$ cat config.mk
export PLATFORM = sky130hd
export DESIGN_NAME = itc_timer
export DESIGN_NICKNAME = d
export VERILOG_FILES = /design/src/itc_pkg.sv /design/src/itc_prescaler.sv /design/src/itc_irq.sv /design/src/itc_timer.sv
export SDC_FILE = /design/constraint.sdc
export NUM_CORES = 1
export LEC_CHECK = 0
export ABC_CLOCK_PERIOD_IN_PS = 4350
export BUFFER_PORTS_ARGS = -buffer_cell sky130_fd_sc_hd__clkbuf_2
export CAP_MARGIN = 0
export CELL_PAD_IN_SITES_DETAIL_PLACEMENT = 1
export CELL_PAD_IN_SITES_GLOBAL_PLACEMENT = 1
export CORE_MARGIN = 1
export CORE_UTILIZATION = 47
export CTS_CLUSTER_DIAMETER = 80
export DETAILED_ROUTE_END_ITERATION = 16
export PLACE_DENSITY_LB_ADDON = 0.1
export SLEW_MARGIN = 20
export SYNTH_ARGS = -nofsm -noshare
export SYNTH_HDL_FRONTEND = slang
export SYNTH_HIERARCHICAL = 1
export SYNTH_SLANG_ARGS = --single-unit
$ cat constraint.sdc
create_clock -name I_CLK -period 4.35 [get_ports I_CLK]
set_input_delay 0.435 -clock I_CLK [delete_from_list [all_inputs] [get_ports I_CLK]]
set_output_delay 0.435 -clock I_CLK [all_outputs]
set_load 0.03 [all_outputs]
$ cat src/itc_pkg.sv
package itc_pkg;

    ////////////////////////////////////////////////////////////////////////
    // Bus widths
    localparam int ADDR_W = 8;
    localparam int DATA_W = 8;

    ////////////////////////////////////////////////////////////////////////
    // Register offsets
    localparam logic [7:0] OFS_COMPARE_PERIOD = 8'h1C;
    localparam logic [7:0] OFS_COUNT_CAPTURE  = 8'h1D;
    localparam logic [7:0] OFS_TIMER_CONTROL  = 8'h1E;
    localparam logic [7:0] OFS_IRQ_STATUS     = 8'h1F;
    localparam logic [7:0] OFS_IRQ_MASK       = 8'h20;
    localparam logic [7:0] OFS_CLOCK_CONFIG   = 8'h21;

    ////////////////////////////////////////////////////////////////////////
    // Timer control, clock config and interrupt field positions
    localparam int CTL_MODE_BIT  = 0;
    localparam int CTL_SEL_LSB   = 1;
    localparam int CTL_SEL_MSB   = 3;
    localparam int CTL_RUN_BIT   = 4;
    localparam int CTL_AUTO_CAPTURE_ENABLE_BIT  = 6;
    localparam int CFG_DIV_BIT   = 0;
    localparam int IRQ_MATCH_BIT = 0;
    localparam int IRQ_W         = 1;

    ////////////////////////////////////////////////////////////////////////
    // Values after reset
    localparam logic [7:0] RST_COMPARE = 8'hFF;
    localparam logic [7:0] RST_CAPTURE = 8'hFF;
    localparam logic [7:0] RST_CONTROL = 8'h00;

    ////////////////////////////////////////////////////////////////////////
    // Source clock selection
    localparam logic [2:0] SEL_RESERVED = 3'h7;
    localparam int         DIV_LOG2_MAX = 13;
    localparam int         PRE_W        = 14;

    typedef enum logic
    {
        ITC_MODE_TIMER,
        ITC_MODE_RESERVED
    } itc_mode_t;

endpackage

$ cat src/itc_prescaler.sv
`timescale 1ns/1ps
module itc_prescaler
    import itc_pkg::*;
#(
    parameter int W = PRE_W
)
(
    input  wire logic       i_clk,
    input  wire logic       i_nrst,
    input  wire logic       i_ce,
    input  wire logic       i_clr,
    input  wire logic [2:0] i_sel,
    input  wire logic       i_div,
    output logic            o_tick
);
    logic [W-1:0] div_reg;
    logic [W-1:0] span_mask;
    logic [4:0]   shift;

    ////////////////////////////////////////////////////////////////////////
    // Held in reset while stopped, so the first tick after a start comes
    // a full period later instead of at a random phase.
    always_ff @(posedge i_clk or negedge i_nrst)
    begin
        if (!i_nrst)
            div_reg <= '0;
        else if (i_ce)
        begin
            if (i_clr)
                div_reg <= '0;
            else
                div_reg <= div_reg + {{(W-1){1'b0}}, 1'b1};
        end
    end

    ////////////////////////////////////////////////////////////////////////
    // Code 0 divides by 2^13, each step halves, the divider bit doubles
    always_comb
    begin
        shift     = 5'(DIV_LOG2_MAX) - {2'b00, i_sel} + {4'b0000, i_div};
        span_mask = W'((W+1)'(1) << shift) - {{(W-1){1'b0}}, 1'b1};
    end

    assign o_tick = i_ce && !i_clr && (i_sel != SEL_RESERVED)
                    && (&(div_reg | ~span_mask));  // [RULE5]

endmodule // itc_prescaler

$ cat src/itc_irq.sv
`timescale 1ns/1ps
module itc_irq
    import itc_pkg::*;
#(
    parameter int W = IRQ_W
)
(
    input  wire logic         i_clk,
    input  wire logic         i_nrst,
    input  wire logic         i_ce,
    input  wire logic [W-1:0] i_set,
    input  wire logic         i_rd_clr,
    input  wire logic         i_mask_we,
    input  wire logic [W-1:0] i_mask_wdata,
    output logic      [W-1:0] o_status,
    output logic      [W-1:0] o_mask,
    output logic              o_irq
);
    logic [W-1:0] status_reg;
    logic [W-1:0] mask_reg;

    ////////////////////////////////////////////////////////////////////////
    // Sticky status; an event in the clearing cycle survives the read
    genvar g;
    generate
        for (g = 0; g < W; g++)
        begin : g_bit
            always_ff @(posedge i_clk or negedge i_nrst)
            begin
                if (!i_nrst)
                    status_reg[g] <= 1'b0;
                else if (i_ce)
                begin
                    if (i_set[g])
                        status_reg[g] <= 1'b1;
                    else if (i_rd_clr)
                        status_reg[g] <= 1'b0;
                end
            end
        end
    endgenerate

    always_ff @(posedge i_clk or negedge i_nrst)
    begin
        if (!i_nrst)
            mask_reg <= '0;
        else if (i_ce && i_mask_we)
            mask_reg <= i_mask_wdata;
    end

    assign o_status = status_reg;
    assign o_mask   = mask_reg;
    assign o_irq    = |(status_reg & mask_reg);

endmodule // itc_irq

$ cat src/itc_timer.sv
//
// Notes on behaviour
// RULE1 - Eight-bit compare and capture registers beside an eight-bit up-counter.
// RULE2 - Timer mode: counter steps once per selected source tick while running.
// RULE3 - Count equal to compare: raise interrupt, clear counter, keep counting.
// RULE4 - Run bit 0 stops and clears counter; run bit 1 starts counting.
// RULE5 - Select codes 0..6 give divide 2^13..2^7; divider bit doubles the divide; 7 reserved.
// RULE6 - Mode bit 0 is timer mode; value 1 is reserved.
// RULE7 - With auto-capture set, counter value is copied to the capture register.
// RULE8 - The zero after a match is not captured; old capture value stays.
// RULE9 - Reading capture while running returns the current captured count.
// RULE10 - Software changes source select only while stopped.
// RULE11 - Software programs compare values above one.
// RULE12 - Software does not write compare while running.
// RULE13 - Control bits 5 and 7 read as undefined; software ignores them.
// RULE14 - Capture register is read-only and resets to all ones.
// RULE15 - Control fields reset to zero: stopped, timer mode, slowest clock.
// RULE16 - A new compare value takes effect at the next source tick.
// RULE17 - Capture updates each non-match tick; match gives a one-cycle match pulse and sets the sticky interrupt status.
//
// Design decision made here: strobed register access.
`timescale 1ns/1ps
module itc_timer
    import itc_pkg::*;
(
    input  wire logic                      I_CLK,
    input  wire logic                      I_NRST,
    input  wire logic                      I_CE,
    input  wire logic [itc_pkg::ADDR_W-1:0] I_ADDR,
    input  wire logic [itc_pkg::DATA_W-1:0] I_WDATA,
    input  wire logic                      I_WR,
    input  wire logic                      I_RD,
    output logic      [itc_pkg::DATA_W-1:0] O_RDATA,
    output logic                           O_MATCH,
    output logic                           O_IRQ
);
    logic [7:0]      compare_period_reg;
    logic [7:0]      count_capture_reg;
    logic [7:0]      count_reg;
    logic [7:0]      count_next;
    logic [7:0]      rdata_reg;
    logic [7:0]      rdata_next;
    logic            match_reg;
    logic            run_control_reg;
    logic            auto_capture_enable_reg;
    logic [2:0]      source_clock_select_reg;
    itc_mode_t       operating_mode_select_reg;
    logic            divider_stage_select_reg;
    logic            tick;
    logic            counting;
    logic            hit;
    logic [IRQ_W-1:0] irq_status;
    logic [IRQ_W-1:0] irq_mask;
    logic            wr_cmp;
    logic            wr_ctl;
    logic            wr_cfg;
    logic            wr_msk;
    logic            rd_sts;

    ////////////////////////////////////////////////////////////////////////
    // Register decode
    assign wr_cmp = I_CE && I_WR && (I_ADDR == OFS_COMPARE_PERIOD);
    assign wr_ctl = I_CE && I_WR && (I_ADDR == OFS_TIMER_CONTROL);
    assign wr_cfg = I_CE && I_WR && (I_ADDR == OFS_CLOCK_CONFIG);
    assign wr_msk = I_CE && I_WR && (I_ADDR == OFS_IRQ_MASK);
    assign rd_sts = I_CE && I_RD && (I_ADDR == OFS_IRQ_STATUS);

    ////////////////////////////////////////////////////////////////////////
    // Compare register; no shadow is needed because the value is only
    // looked at on source ticks, so a write lands at the next tick
    always_ff @(posedge I_CLK or negedge I_NRST)
    begin
        if (!I_NRST)
            compare_period_reg <= RST_COMPARE;
        else if (wr_cmp)
            compare_period_reg <= I_WDATA;  // [RULE1] [RULE12]
    end

    ////////////////////////////////////////////////////////////////////////
    // Control fields
    always_ff @(posedge I_CLK or negedge I_NRST)
    begin
        if (!I_NRST)
        begin
            run_control_reg           <= RST_CONTROL[CTL_RUN_BIT];  // [RULE15]
            auto_capture_enable_reg   <= RST_CONTROL[CTL_AUTO_CAPTURE_ENABLE_BIT];
            source_clock_select_reg   <= RST_CONTROL[CTL_SEL_MSB:CTL_SEL_LSB];
            operating_mode_select_reg <= ITC_MODE_TIMER;
        end
        else if (wr_ctl)
        begin
            run_control_reg           <= I_WDATA[CTL_RUN_BIT];  // [RULE4]
            auto_capture_enable_reg   <= I_WDATA[CTL_AUTO_CAPTURE_ENABLE_BIT];
            // Changing the select while running is left to software care
            source_clock_select_reg   <= I_WDATA[CTL_SEL_MSB:CTL_SEL_LSB];
            operating_mode_select_reg <= itc_mode_t'(I_WDATA[CTL_MODE_BIT]);
        end
    end

    always_ff @(posedge I_CLK or negedge I_NRST)
    begin
        if (!I_NRST)
            divider_stage_select_reg <= 1'b0;
        else if (wr_cfg)
            divider_stage_select_reg <= I_WDATA[CFG_DIV_BIT];
    end

    ////////////////////////////////////////////////////////////////////////
    // Source clock
    itc_prescaler #(
        .W      (PRE_W)
    ) u_prescaler (
        .i_clk  (I_CLK),
        .i_nrst (I_NRST),
        .i_ce   (I_CE),
        .i_clr  (!run_control_reg),
        .i_sel  (source_clock_select_reg),
        .i_div  (divider_stage_select_reg),
        .o_tick (tick)
    );

    ////////////////////////////////////////////////////////////////////////
    // Up-counter. The reserved mode simply holds the count.
    assign counting = run_control_reg
                      && (operating_mode_select_reg == ITC_MODE_TIMER);  // [RULE6]
    assign count_next = count_reg + 8'h01;
    assign hit = tick && counting
                 && (count_next == compare_period_reg);  // [RULE3] [RULE16]

    always_ff @(posedge I_CLK or negedge I_NRST)
    begin
        if (!I_NRST)
            count_reg <= 8'h00;
        else if (I_CE)
        begin
            if (!run_control_reg)
                count_reg <= 8'h00;  // [RULE4]
            else if (hit)
                count_reg <= 8'h00;  // [RULE3]
            else if (tick && counting)
                count_reg <= count_next;  // [RULE2]
        end
    end

    always_ff @(posedge I_CLK or negedge I_NRST)
    begin
        if (!I_NRST)
            match_reg <= 1'b0;
        else if (I_CE)
            match_reg <= hit;  // [RULE17]
    end

    ////////////////////////////////////////////////////////////////////////
    // Auto-capture tracks the count on each tick but skips the post-match
    // zero, so software reading it never sees a spurious wrap to 0
    always_ff @(posedge I_CLK or negedge I_NRST)
    begin
        if (!I_NRST)
            count_capture_reg <= RST_CAPTURE;  // [RULE14]
        else if (I_CE && tick && counting && auto_capture_enable_reg && !hit)
            count_capture_reg <= count_next;  // [RULE7] [RULE8] [RULE17]
    end

    ////////////////////////////////////////////////////////////////////////
    // Interrupt status and mask
    itc_irq #(
        .W            (IRQ_W)
    ) u_irq (
        .i_clk        (I_CLK),
        .i_nrst       (I_NRST),
        .i_ce         (I_CE),
        .i_set        (hit),
        .i_rd_clr     (rd_sts),
        .i_mask_we    (wr_msk),
        .i_mask_wdata (I_WDATA[IRQ_W-1:0]),
        .o_status     (irq_status),
        .o_mask       (irq_mask),
        .o_irq        (O_IRQ)
    );

    ////////////////////////////////////////////////////////////////////////
    // Read path: data stand one cycle after an enabled strobe, zero after other enabled cycles, held while I_CE is low
    always_comb
    begin
        rdata_next = 8'h00;
        unique case (I_ADDR)
            OFS_COMPARE_PERIOD: rdata_next = compare_period_reg;
            OFS_COUNT_CAPTURE:  rdata_next = count_capture_reg;  // [RULE9]
            OFS_TIMER_CONTROL:  // Bits 5 and 7 read as zero  [RULE13]
            begin
                rdata_next[CTL_AUTO_CAPTURE_ENABLE_BIT] = auto_capture_enable_reg;
                rdata_next[CTL_RUN_BIT]  = run_control_reg;
                rdata_next[CTL_SEL_MSB:CTL_SEL_LSB] = source_clock_select_reg;
                rdata_next[CTL_MODE_BIT] = operating_mode_select_reg;
            end
            OFS_IRQ_STATUS:     rdata_next[IRQ_W-1:0] = irq_status;
            OFS_IRQ_MASK:       rdata_next[IRQ_W-1:0] = irq_mask;
            OFS_CLOCK_CONFIG:   rdata_next[CFG_DIV_BIT] = divider_stage_select_reg;
            default:            rdata_next = 8'h00;
        endcase
    end

    always_ff @(posedge I_CLK or negedge I_NRST)
    begin
        if (!I_NRST)
            rdata_reg <= 8'h00;
        else if (I_CE)
            rdata_reg <= I_RD ? rdata_next : 8'h00;
    end

    assign O_RDATA = rdata_reg;
    assign O_MATCH = match_reg;
endmodule // itc_timer

==> results.tsv, run 1 <==
metric	value	unit
r2r-start	source_clock_select_reg[0]	
ir_drop	0.000128	V
finish.utilization	53.1	%
clk_latency	0.32	ns
pin_count	31	
rr_endpoint	count_capture_reg[2]	
finalSetupViolations	0	
antenna_found_initial	0	
leakagePower	0.00172	µW
clk_path_buf_depth	2	
synthTopCellsByCount	nand2_1 (46), dfrtp_1 (40), o21ai_0 (32), inv_1 (26), nor2_1 (20)	
cp_top_family	simple AND/OR/NAND/NOR gates	
fill_cells	891	
synth_edf_count	0	
place_hpwl	7.30	mm
pwr-share-seq	57.5	%
syn_area	3790	µm²
maxCapViolCount	0	
endpoint	count_capture_reg[2]	
max_slew_margin	49.8	%
grt_pass1_wl	16.7	mm
cp_cell_sequence	inv_1, ha_1, inv_1, ha_1, and4bb_4, nand3_1, ha_2, buf_4, nand3b_1, a21oi_1, o21ai_0, a2bb2oi_2, nor4_4, and3b_1, and4_2, nand4bb_4, o21ba_4, mux2_4	
drive_above_1_share	26.0	%
gr-total-overflow	0	
clk_pin_slew	0.10	ns
core	7770	µm²
reg2reg_slack	0.24	ns
synth-async-reset-ratio	100	%
num_vias	3162	
critical-path-slowest-cell	dfrtp_1	
tightest_slew	0.753	ns
largest_reg_flops	14	
place.port_buffers	30	
p_int	688	µW
ant_nets	0	
drtPass1Iterations	4	
drtIter0Drc	200	
synth_top_area_share	26.4	%
start_util	48.9	%
netSwitchingPower	241	µW
cts-root-buf	clkbuf_8	
ys.warnings.count	6	
gp_congestion	0.862	
synth_ff_type	dfrtp_1	
cp.arrival	4.36	ns
ctsHoldBuffers	0	
slew_violations	0	
fin_worst_skew	0.00692	ns
cts_sinks	56	
fin_crit	4.11	ns
cts_tree	yes	
required	4.60	ns
syn_to_final_growth	8.67	%
yosysTopAreaCell	dfrtp_1	
htreeDepth	2	
fp.dieH	91.9	µm
power_density	225	nW/µm²
grt_max_degree	57	
p_comb_share	9.0	%
avgSynthCellArea	9.58	µm²
die_w	91.9	µm
cp_num_buf_inv	3	
synth.most_common_cell	nand2_1	
ys_seq_area_share	37.5	%
critPathKind	flop to flop	
p_sw_share	25.9	%
critPathMaxStageDelay	0.43	ns
grtUsageTotal	25.3	%
layout.cells.non_filler	525	
final_nets	448	
cts_buffers	5	
clockPowerShare	33.4	%
drc	0	
startpoint	source_clock_select_reg[0]	
routedWlPerCell	19.5	µm
status	completed	
rows	32	
synthCells	396	
fin_crit_sh	94.4	%
crit_path_start_kind	flop	
ys_top_cells_by_area	dfrtp_1 (26%), dfstp_2 (11%), mux2_2 (4.7%)	
path_max_fanout	9	
fmax	244	MHz
dpl.cell_count	516	
grt_pass1_vias	3191	
diodes	0	
vias_per_cell	6.02	
drt-total-wl	10.2	mm
cp_num_cells	18	
rr_worst_depth	18	
design.die.area	8440	µm²
yosys_register_bits	56	
ys_types	74	
cp-end-kind	flop	
synth_fp_nets	422	
min_path_type	input pin to asynchronous set/reset pin	
hold_viol	0	
-- power by group through the flow --
stage | logic (µW) | registers (µW) | clock network, µW
after global routing | 92.4 | 535 | 340
after floorplan | 46.0 | 541 | 0
after CTS | 82.5 | 534 | 319
after detailed placement | 81.9 | 544 | 0
final | 84.1 | 534 | 311
after global placement | 79.5 | 543 | 0
-- through the flow --
stage | setup slack, ns | hold slack, ns | cell area, µm² | setup TNS (ns) | power [µW]
5_1_grt | -0.0170 | 0.309 | 4120 | -0.0218 | 968
2_1_floorplan | 0.694 | 0.139 | 3790 | 0 | 587
3_3_place_gp | 0.268 | 0.460 | 3970 | 0 | 623
3_5_place_dp | 0.0573 | 0.460 | 3970 | 0 | 626
4_1_cts | 0.0115 | 0.282 | 4070 | 0 | 936
6_report | 0.245 | 0.261 | 4120 | 0 | 929
-- final cells by class --
type	instances	area [µm²]	area share, %
Tap cell	102	128	3.09
Sequential cell	56	1420	34.5
Clock inverter	1	7.51	0.182
Timing Repair Buffer	39	218	5.28
Inverter	26	97.6	2.37
Multi-Input combinational cell	294	2170	52.5
Clock buffer	7	86.3	2.09
-- placed cells by master, fill, tap and decap left out, types with 3 or more instances in the layout --
| cell type | instances |
|---|---|
| xor2_1 | 7 |
| nand3b_1 | 5 |
| dfrtp_1 | 40 |
| a21o_1 | 3 |
| o21ai_1 | 3 |
| xnor2_1 | 3 |
| nand2b_1 | 4 |
| nor3_1 | 8 |
| mux2_4 | 4 |
| dfstp_2 | 16 |
| and3b_1 | 3 |
| o211ai_1 | 13 |
| nand4_1 | 4 |
| a21oi_1 | 11 |
| clkbuf_8 | 6 |
| nand2_1 | 46 |
| o2bb2ai_1 | 3 |
| ha_1 | 4 |
| and2_1 | 3 |
| clkbuf_2 | 30 |
| o21ai_0 | 31 |
| o22ai_1 | 7 |
| nand3_1 | 14 |
| mux2_2 | 16 |
| mux2i_1 | 14 |
| nor2_1 | 20 |
| a31oi_1 | 6 |
| buf_4 | 9 |
| inv_1 | 26 |
| nor2b_1 | 6 |
-- cells by family after synthesis --
| logic type | after synthesis | synth area share (%) |
|---|---|---|
| AOI/OAI and AO/OA | 102 | 19.1 |
| xor gates and xnor gates | 12 | 3.63 |
| adders and majority gates | 5 | 1.65 |
| buffers and inverters | 46 | 6.79 |
| DFF | 56 | 37.5 |
| muxes | 35 | 10.6 |
| and+or+nand+nor | 140 | 20.8 |
-- timing repair --
item                       CTS  global route
setup buffers                0             1
setup endpoints to repair    0            17
resized for setup            0            11
-- worst min path at each step --
stage | start | end | slack (ns) | cells after the start
after floorplan | I_NRST | O_MATCH | 0.14 | 0
after global placement | count_capture_reg[0] | count_capture_reg[0] | 0.46 | 2
after detailed placement | count_capture_reg[3] | count_capture_reg[3] | 0.46 | 2
after CTS | I_NRST | u_prescaler/div_reg[8] | 0.28 | 2
after global routing | I_NRST | u_prescaler/div_reg[10] | 0.31 | 2
final | I_NRST | u_prescaler/div_reg[10] | 0.26 | 2
-- layer usage --
| layer | vias up | routed length, µm | global-route usage (%) | part of all wire (%) |
|---|---|---|---|---|
| met5 | - | 0 | 0 | 0 |
| met2 | 94 | 4580 | 38.1 | 45 |
| met4 | 0 | 86 | 4.82 | 0.84 |
| met3 | 7 | 447 | 3.07 | 4.4 |
| met1 | 1581 | 5120 | 39.0 | 50 |
| li1 | 1480 | - | - | - |
Power figures use the tool's default switching activity.
==> inputs of run 2 (changes only) <==
BUFFER_PORTS_ARGS = unset   (was -buffer_cell sky130_fd_sc_hd__clkbuf_2)
CORE_UTILIZATION = 50   (was 47)
DONT_BUFFER_PORTS = 1   (was unset)
SETUP_SLACK_MARGIN = 0.3   (was unset)
==> run 2 against run 1 <==
Effect of this change: first-iteration DRC count fell by 20%; count of clock-buffer cells in the layout is 1 lower; total power shrank 1.8%; cell count fell by 6.1%.
==> results.tsv, run 2 (synthesized netlist as in run 1, its figures left out) <==
metric	value	unit	change
max_slew_margin	61.1	%	+11 points
num_vias	3056		-3.4%
leakagePower	0.00161	µW	-6.3%
rr_endpoint	count_capture_reg[2]		
grt_pass1_wl	16.1	mm	-3.8%
hold-path-cell-count	1		
final_nets	419		-6.5%
critPathKind	flop to flop		
multi_input_area	2200	µm²	+1.4%
largest_reg_flops	14		unchanged
cp_cell_sequence	inv_1, ha_2, inv_1, ha_1, and4bb_4, nand3_2, ha_4, or3b_1, a21o_1, a41oi_2, a2bb2oi_2, nor4_4, and3b_1, and4_2, nand4bb_4, o21ba_4, mux2_4		
antenna_found_initial	0		unchanged
pin_count	31		unchanged
diodes	0		unchanged
final_common_cell	nand2_1		
maxCapViolCount	0		unchanged
min_to	O_RDATA[7]		
vias_per_cell	6.20		+2.9%
drtIter0Drc	161		-20%
finish.utilization	55.3	%	+2.2 points
hold_path_startpoint	I_CE		
hold_viol	0		unchanged
total_power	912	µW	-1.8%
start_util	52.0	%	+3.2 points
power_density	226	nW/µm²	+0.42%
fin_worst_skew	0.0130	ns	+0.00605 ns
most-common-layout-cells	nand2_1 (46), dfrtp_1 (40), o21ai_0 (30), inv_1 (26), nor2_1 (20)		
required	4.60	ns	about the same
fp.dieH	89.1	µm	-3.0%
critPathMaxStageDelay	0.41	ns	-0.02 ns
r2r-start	source_clock_select_reg[0]		
finalSetupViolations	0		unchanged
rr_worst_depth	17		-1
seq_area	1420	µm²	unchanged
slew_violations	0		unchanged
routedWlPerCell	19.9	µm	+1.9%
min_path_type	input pin to flop		
design.die.area	7940	µm²	-5.9%
place_hpwl	7.03	mm	-3.8%
grtUsageTotal	26.4	%	+1.1 points
grt_pass1_vias	3162		-0.91%
ir_drop	0.000135	V	+4.9%
cts_tree	yes		
place.port_buffers	0		-100%
htreeDepth	2		unchanged
fill_cells	841		-5.6%
cts-root-buf	clkbuf_8		
critical-path-slowest-cell	dfrtp_1		
rows	31		-3.1%
cp.arrival	4.09	ns	-0.27 ns
ant_nets	0		unchanged
tightest_slew	0.579	ns	-0.174 ns
clk_latency	0.32	ns	about the same
cp_common_cell	inv_1		
status	completed		
gr-total-overflow	0		unchanged
fin_tns_setup	0	ns	unchanged
fmax	261	MHz	+7.0%
cts_sinks	56		unchanged
die_w	89.1	µm	-3.0%
cp-end-kind	flop		
grt_max_degree	57		unchanged
core	7290	µm²	-6.1%
startpoint	source_clock_select_reg[0]		
syn_to_final_growth	6.26	%	
gp_congestion	0.861		-0.10%
drc	0		unchanged
drive_above_1_share	21.6	%	-4.4 points
clk_path_buf_depth	2		unchanged
drt-total-wl	9.79	mm	-4.3%
reg2reg_slack	0.51	ns	+0.27 ns
rsz0062_at_grt	no		
fin_crit	3.84	ns	-0.267 ns
clk_pin_slew	0.11	ns	about the same
fin_crit_sh	88.2	%	-6.1 points
path_max_fanout	8		-1
drtPass1Iterations	4		unchanged
cts_buffers	5		unchanged
crit_path_start_kind	flop		
==> run 2: metrics by stage <==
| step | std cells | cell area (µm²) | hold slack (ns) | setup slack, ns |
|---|---|---|---|---|
| after floorplan | 396 | 3790 | 0.139 | 0.694 |
| after global placement | 480 | 3800 | 0.141 | 0.318 |
| after detailed placement | 480 | 3800 | 0.140 | 0.0383 |
| after CTS | 491 | 3990 | 0.192 | 0.315 |
| after global routing | 493 | 4030 | 0.206 | 0.339 |
| final | 493 | 4030 | 0.198 | 0.512 |
==> run 2: layer usage <==
metal | track usage, % | routed length, µm | share of wire [%] | up-vias
li1 | - | - | - | 1434
met1 | 39.2 | 4790 | 49 | 1559
met2 | 41.4 | 4550 | 46 | 53
met3 | 3.60 | 343 | 3.5 | 10
met4 | 4.91 | 110 | 1.1 | 0
met5 | 0 | 0 | 0 | -
==> run 2: power breakdown <==
part	switching [µW]	internal (µW)
Sequential	7.63	527
Clock	181	131
Combinational	38.6	27.7
Total	227	685
==> run 2: cell type report <==
| class | count | area share [%] |
|---|---|---|
| well taps | 99 | 3.07 |
| inverters | 26 | 2.42 |
| repair buffers | 10 | 2.42 |
| clock inverters | 2 | 0.341 |
| flip-flops and latches | 56 | 35.2 |
| multi-input cells | 294 | 54.5 |
| clock buffers | 6 | 2.05 |
==> run 2: timing repair <==
| action | 4_1_cts | 5_1_grt |
|---|---|---|
| endpoints found under the setup margin | 15 | 18 |
| hold endpoints to repair | 56 | 0 |
| hold buffers | 2 | 0 |
| pin swaps | 2 | 5 |
| gates resized for setup | 11 | 6 |
| setup buffers | 1 | 2 |
==> run 2: how the worst max path moves through the flow <==
stage / endpoint / depth (start not counted)
final: count_capture_reg[2] / 17
after global routing: count_capture_reg[2] / 17
after CTS: count_capture_reg[2] / 16
after detailed placement: count_capture_reg[7] / 16
after global placement: count_capture_reg[5] / 17
after floorplan: count_capture_reg[1] / 18
==> run 2: worst max-delay path, delay by kind of cell (launching register included) <==
kind            cells  cell delay [ns]
compound gates      4             0.82
fa+ha+maj           3             0.62
buf+inv             2             0.13
flops               1             0.41
mux                 1             0.32
simple gates        7             1.48
==> inputs of run 3 (changes only) <==
CORE_UTILIZATION = 52   (was 50)
CTS_BUF_LIST = sky130_fd_sc_hd__clkbuf_4   (was unset)
==> run 3 against run 2 <==
Effect of this change: via count fell by 0.16%; count of clock-buffer cells in the layout is the same; non-clock buffer count down 1; die area fell by 3.8%; sequential share of layout area grew 0.54 points; total power shrank 8.5%; global-route usage up 0.81 points; combinational power decreased by 1%; sequential power hardly changed; critical path type unchanged.
==> results.tsv, run 3 (synthesized netlist as in run 1, its figures left out) <==
metric	value	unit	change
drtPass1Iterations	4		unchanged
required	4.68	ns	+0.08 ns
tightest_slew	0.649	ns	+0.0700 ns
cts_tree	yes		
fill_cells	820		-2.5%
fp.dieH	87.4	µm	-1.9%
critPathMaxStageDelay	0.43	ns	+0.02 ns
p_comb_share	7.8	%	+0.5 points
p_sw_share	25.3	%	+0.48 points
reg2reg_slack	0.44	ns	-0.07 ns
critical-path-slowest-cell	dfrtp_1		
design.die.area	7640	µm²	-3.8%
finalSetupViolations	0		unchanged
rsz0062_at_grt	no		
hold_viol	0		unchanged
most-common-layout-cells	nand2_1 (46), dfrtp_1 (40), o21ai_0 (31), inv_1 (26), nor2_1 (20)		
crit_path_start_kind	flop		
cp_cell_sequence	inv_1, ha_2, inv_1, ha_1, and4bb_4, nand3_1, ha_4, or3b_1, a21o_1, a41oi_1, a2bb2oi_2, nor4_4, and3b_1, and4_4, nand4bb_4, o21ba_4, mux2_4		
num_vias	3051		-0.16%
start_util	54.9	%	+2.9 points
fmax	256	MHz	-1.8%
max_slew_margin	56.4	%	-4.7 points
final_nets	418		-0.24%
syn_to_final_growth	4.65	%	
clk_latency	0.39	ns	+0.07 ns
power_density	210	nW/µm²	-7.1%
largest_reg_flops	14		unchanged
final_common_cell	nand2_1		
drc	0		unchanged
drt-total-wl	9.68	mm	-1.1%
finish.utilization	57.5	%	+2.2 points
pin_count	31		unchanged
maxCapViolCount	0		unchanged
multi_input_area	2190	µm²	-0.46%
core	6910	µm²	-5.3%
cp_common_cell	inv_1		
fin_crit	3.91	ns	+0.0721 ns
p_int	623	µW	-9.1%
slew_violations	0		unchanged
path_max_fanout	7		-1
htreeDepth	2		unchanged
wl_met3	526	µm	+53%
fin_tns_setup	0	ns	unchanged
clockPowerShare	28.1	%	-6.0 points
hold_path_startpoint	I_CE		
ant_nets	0		unchanged
drtIter0Drc	194		+20%
grt_max_degree	57		unchanged
diodes	0		unchanged
gp_congestion	0.877		+1.9%
wl_met2	4.37	mm	-3.9%
fin_worst_skew	0.0172	ns	+0.00425 ns
grt_pass1_wl	15.8	mm	-2.0%
cts_buffers	5		unchanged
die_w	87.4	µm	-1.9%
wl_met1	4.73	mm	-1.2%
cp-end-kind	flop		
fin_crit_sh	89.9	%	+1.7 points
place.port_buffers	0		unchanged
cts_sinks	56		unchanged
cts-root-buf	clkbuf_4		
netSwitchingPower	211	µW	-6.8%
gr-total-overflow	0		unchanged
leakagePower	0.00158	µW	-2.1%
place_hpwl	7.07	mm	+0.56%
r2r-start	source_clock_select_reg[0]		
critPathKind	flop to flop		
cp_top_family	simple AND/OR/NAND/NOR gates		
min_to	u_prescaler/div_reg[0]		
rr_worst_depth	17		unchanged
rr_endpoint	count_capture_reg[5]		
cp_num_buf_inv	2		unchanged
hold-path-cell-count	1		unchanged
vias_per_cell	6.24		+0.65%
clk_pin_slew	0.16	ns	+0.05 ns
status	completed		
routedWlPerCell	19.8	µm	-0.28%
cp.arrival	4.24	ns	+0.15 ns
grtUsageTotal	27.2	%	+0.81 points
rows	30		-3.2%
seq_area	1420	µm²	unchanged
antenna_found_initial	0		unchanged
min_path_type	input pin to flop		
routed.top_layer	met4		
drive_above_1_share	20.6	%	-0.96 points
grt_pass1_vias	3046		-3.7%
clk_path_buf_depth	2		unchanged
ir_drop	0.000183	V	+36%
pwr-share-seq	64.1	%	+5.5 points
## run 3: worst max-delay path by stage
stage | start | to | slack, ns | depth (start not counted)
5_1_grt | source_clock_select_reg[0] | count_reg[3] | 0.29 | 18
3_3_place_gp | source_clock_select_reg[0] | count_capture_reg[5] | 0.40 | 17
3_5_place_dp | source_clock_select_reg[0] | count_reg[1] | 0.20 | 16
2_1_floorplan | source_clock_select_reg[0] | count_capture_reg[1] | 0.69 | 18
6_report | source_clock_select_reg[0] | count_capture_reg[5] | 0.44 | 17
4_1_cts | source_clock_select_reg[0] | count_capture_reg[7] | 0.30 | 17
## run 3: worst register-to-register path: cells and delay by family (launching register included)
family / cells / cell delay [ns]
multiplexers: 1 / 0.31
buffers and inverters: 2 / 0.12
AND/OR/NAND/NOR: 7 / 1.49
flip-flops: 1 / 0.43
adder cells (fa/ha/maj): 3 / 0.60
AO/OA/AOI/OAI: 4 / 0.90
## run 3: repair_timing
item,in CTS,in global routing
hold buffers,2,0
pin swaps,2,7
setup endpoints to repair,15,16
setup buffers,0,1
gates resized for setup,5,10
endpoints found under the hold margin,56,0
## run 3: area by class of cell
class | count | area share [%]
clock buffer | 6 | 1.13
clock inverter | 2 | 0.284
inverter | 26 | 2.46
multi-input combinational | 294 | 55.0
sequential | 56 | 35.8
tap | 96 | 3.02
timing repair buffer | 9 | 2.27
## run 3: metal layers
layer  vias up  global-route usage [%]
li1       1431                       -
met1      1526                    40.7
met2        87                    41.9
met3         7                    4.55
met4         0                    4.47
met5         -                       0
## run 3: power groups by stage
stage	Clock, µW	Combinational (µW)	Sequential (µW)
after floorplan	0	46.0	541
after global placement	0	47.5	544
after detailed placement	0	48.8	544
after CTS	243	64.4	535
after global routing	261	72.4	536
final	234	65.4	535
## run 3: stage by stage
step                      setup slack (ns)  hold WS, ns  area, µm²  power (µW)  instances
after detailed placement             0.202        0.141       3800         593        478
after floorplan                      0.694        0.139       3790         587        396
after global placement               0.400        0.141       3800         591        478
final                                0.440        0.113       3970         835        489
after global routing                 0.290       0.0957       3970         869        489
after CTS                            0.301       0.0900       3920         842        488
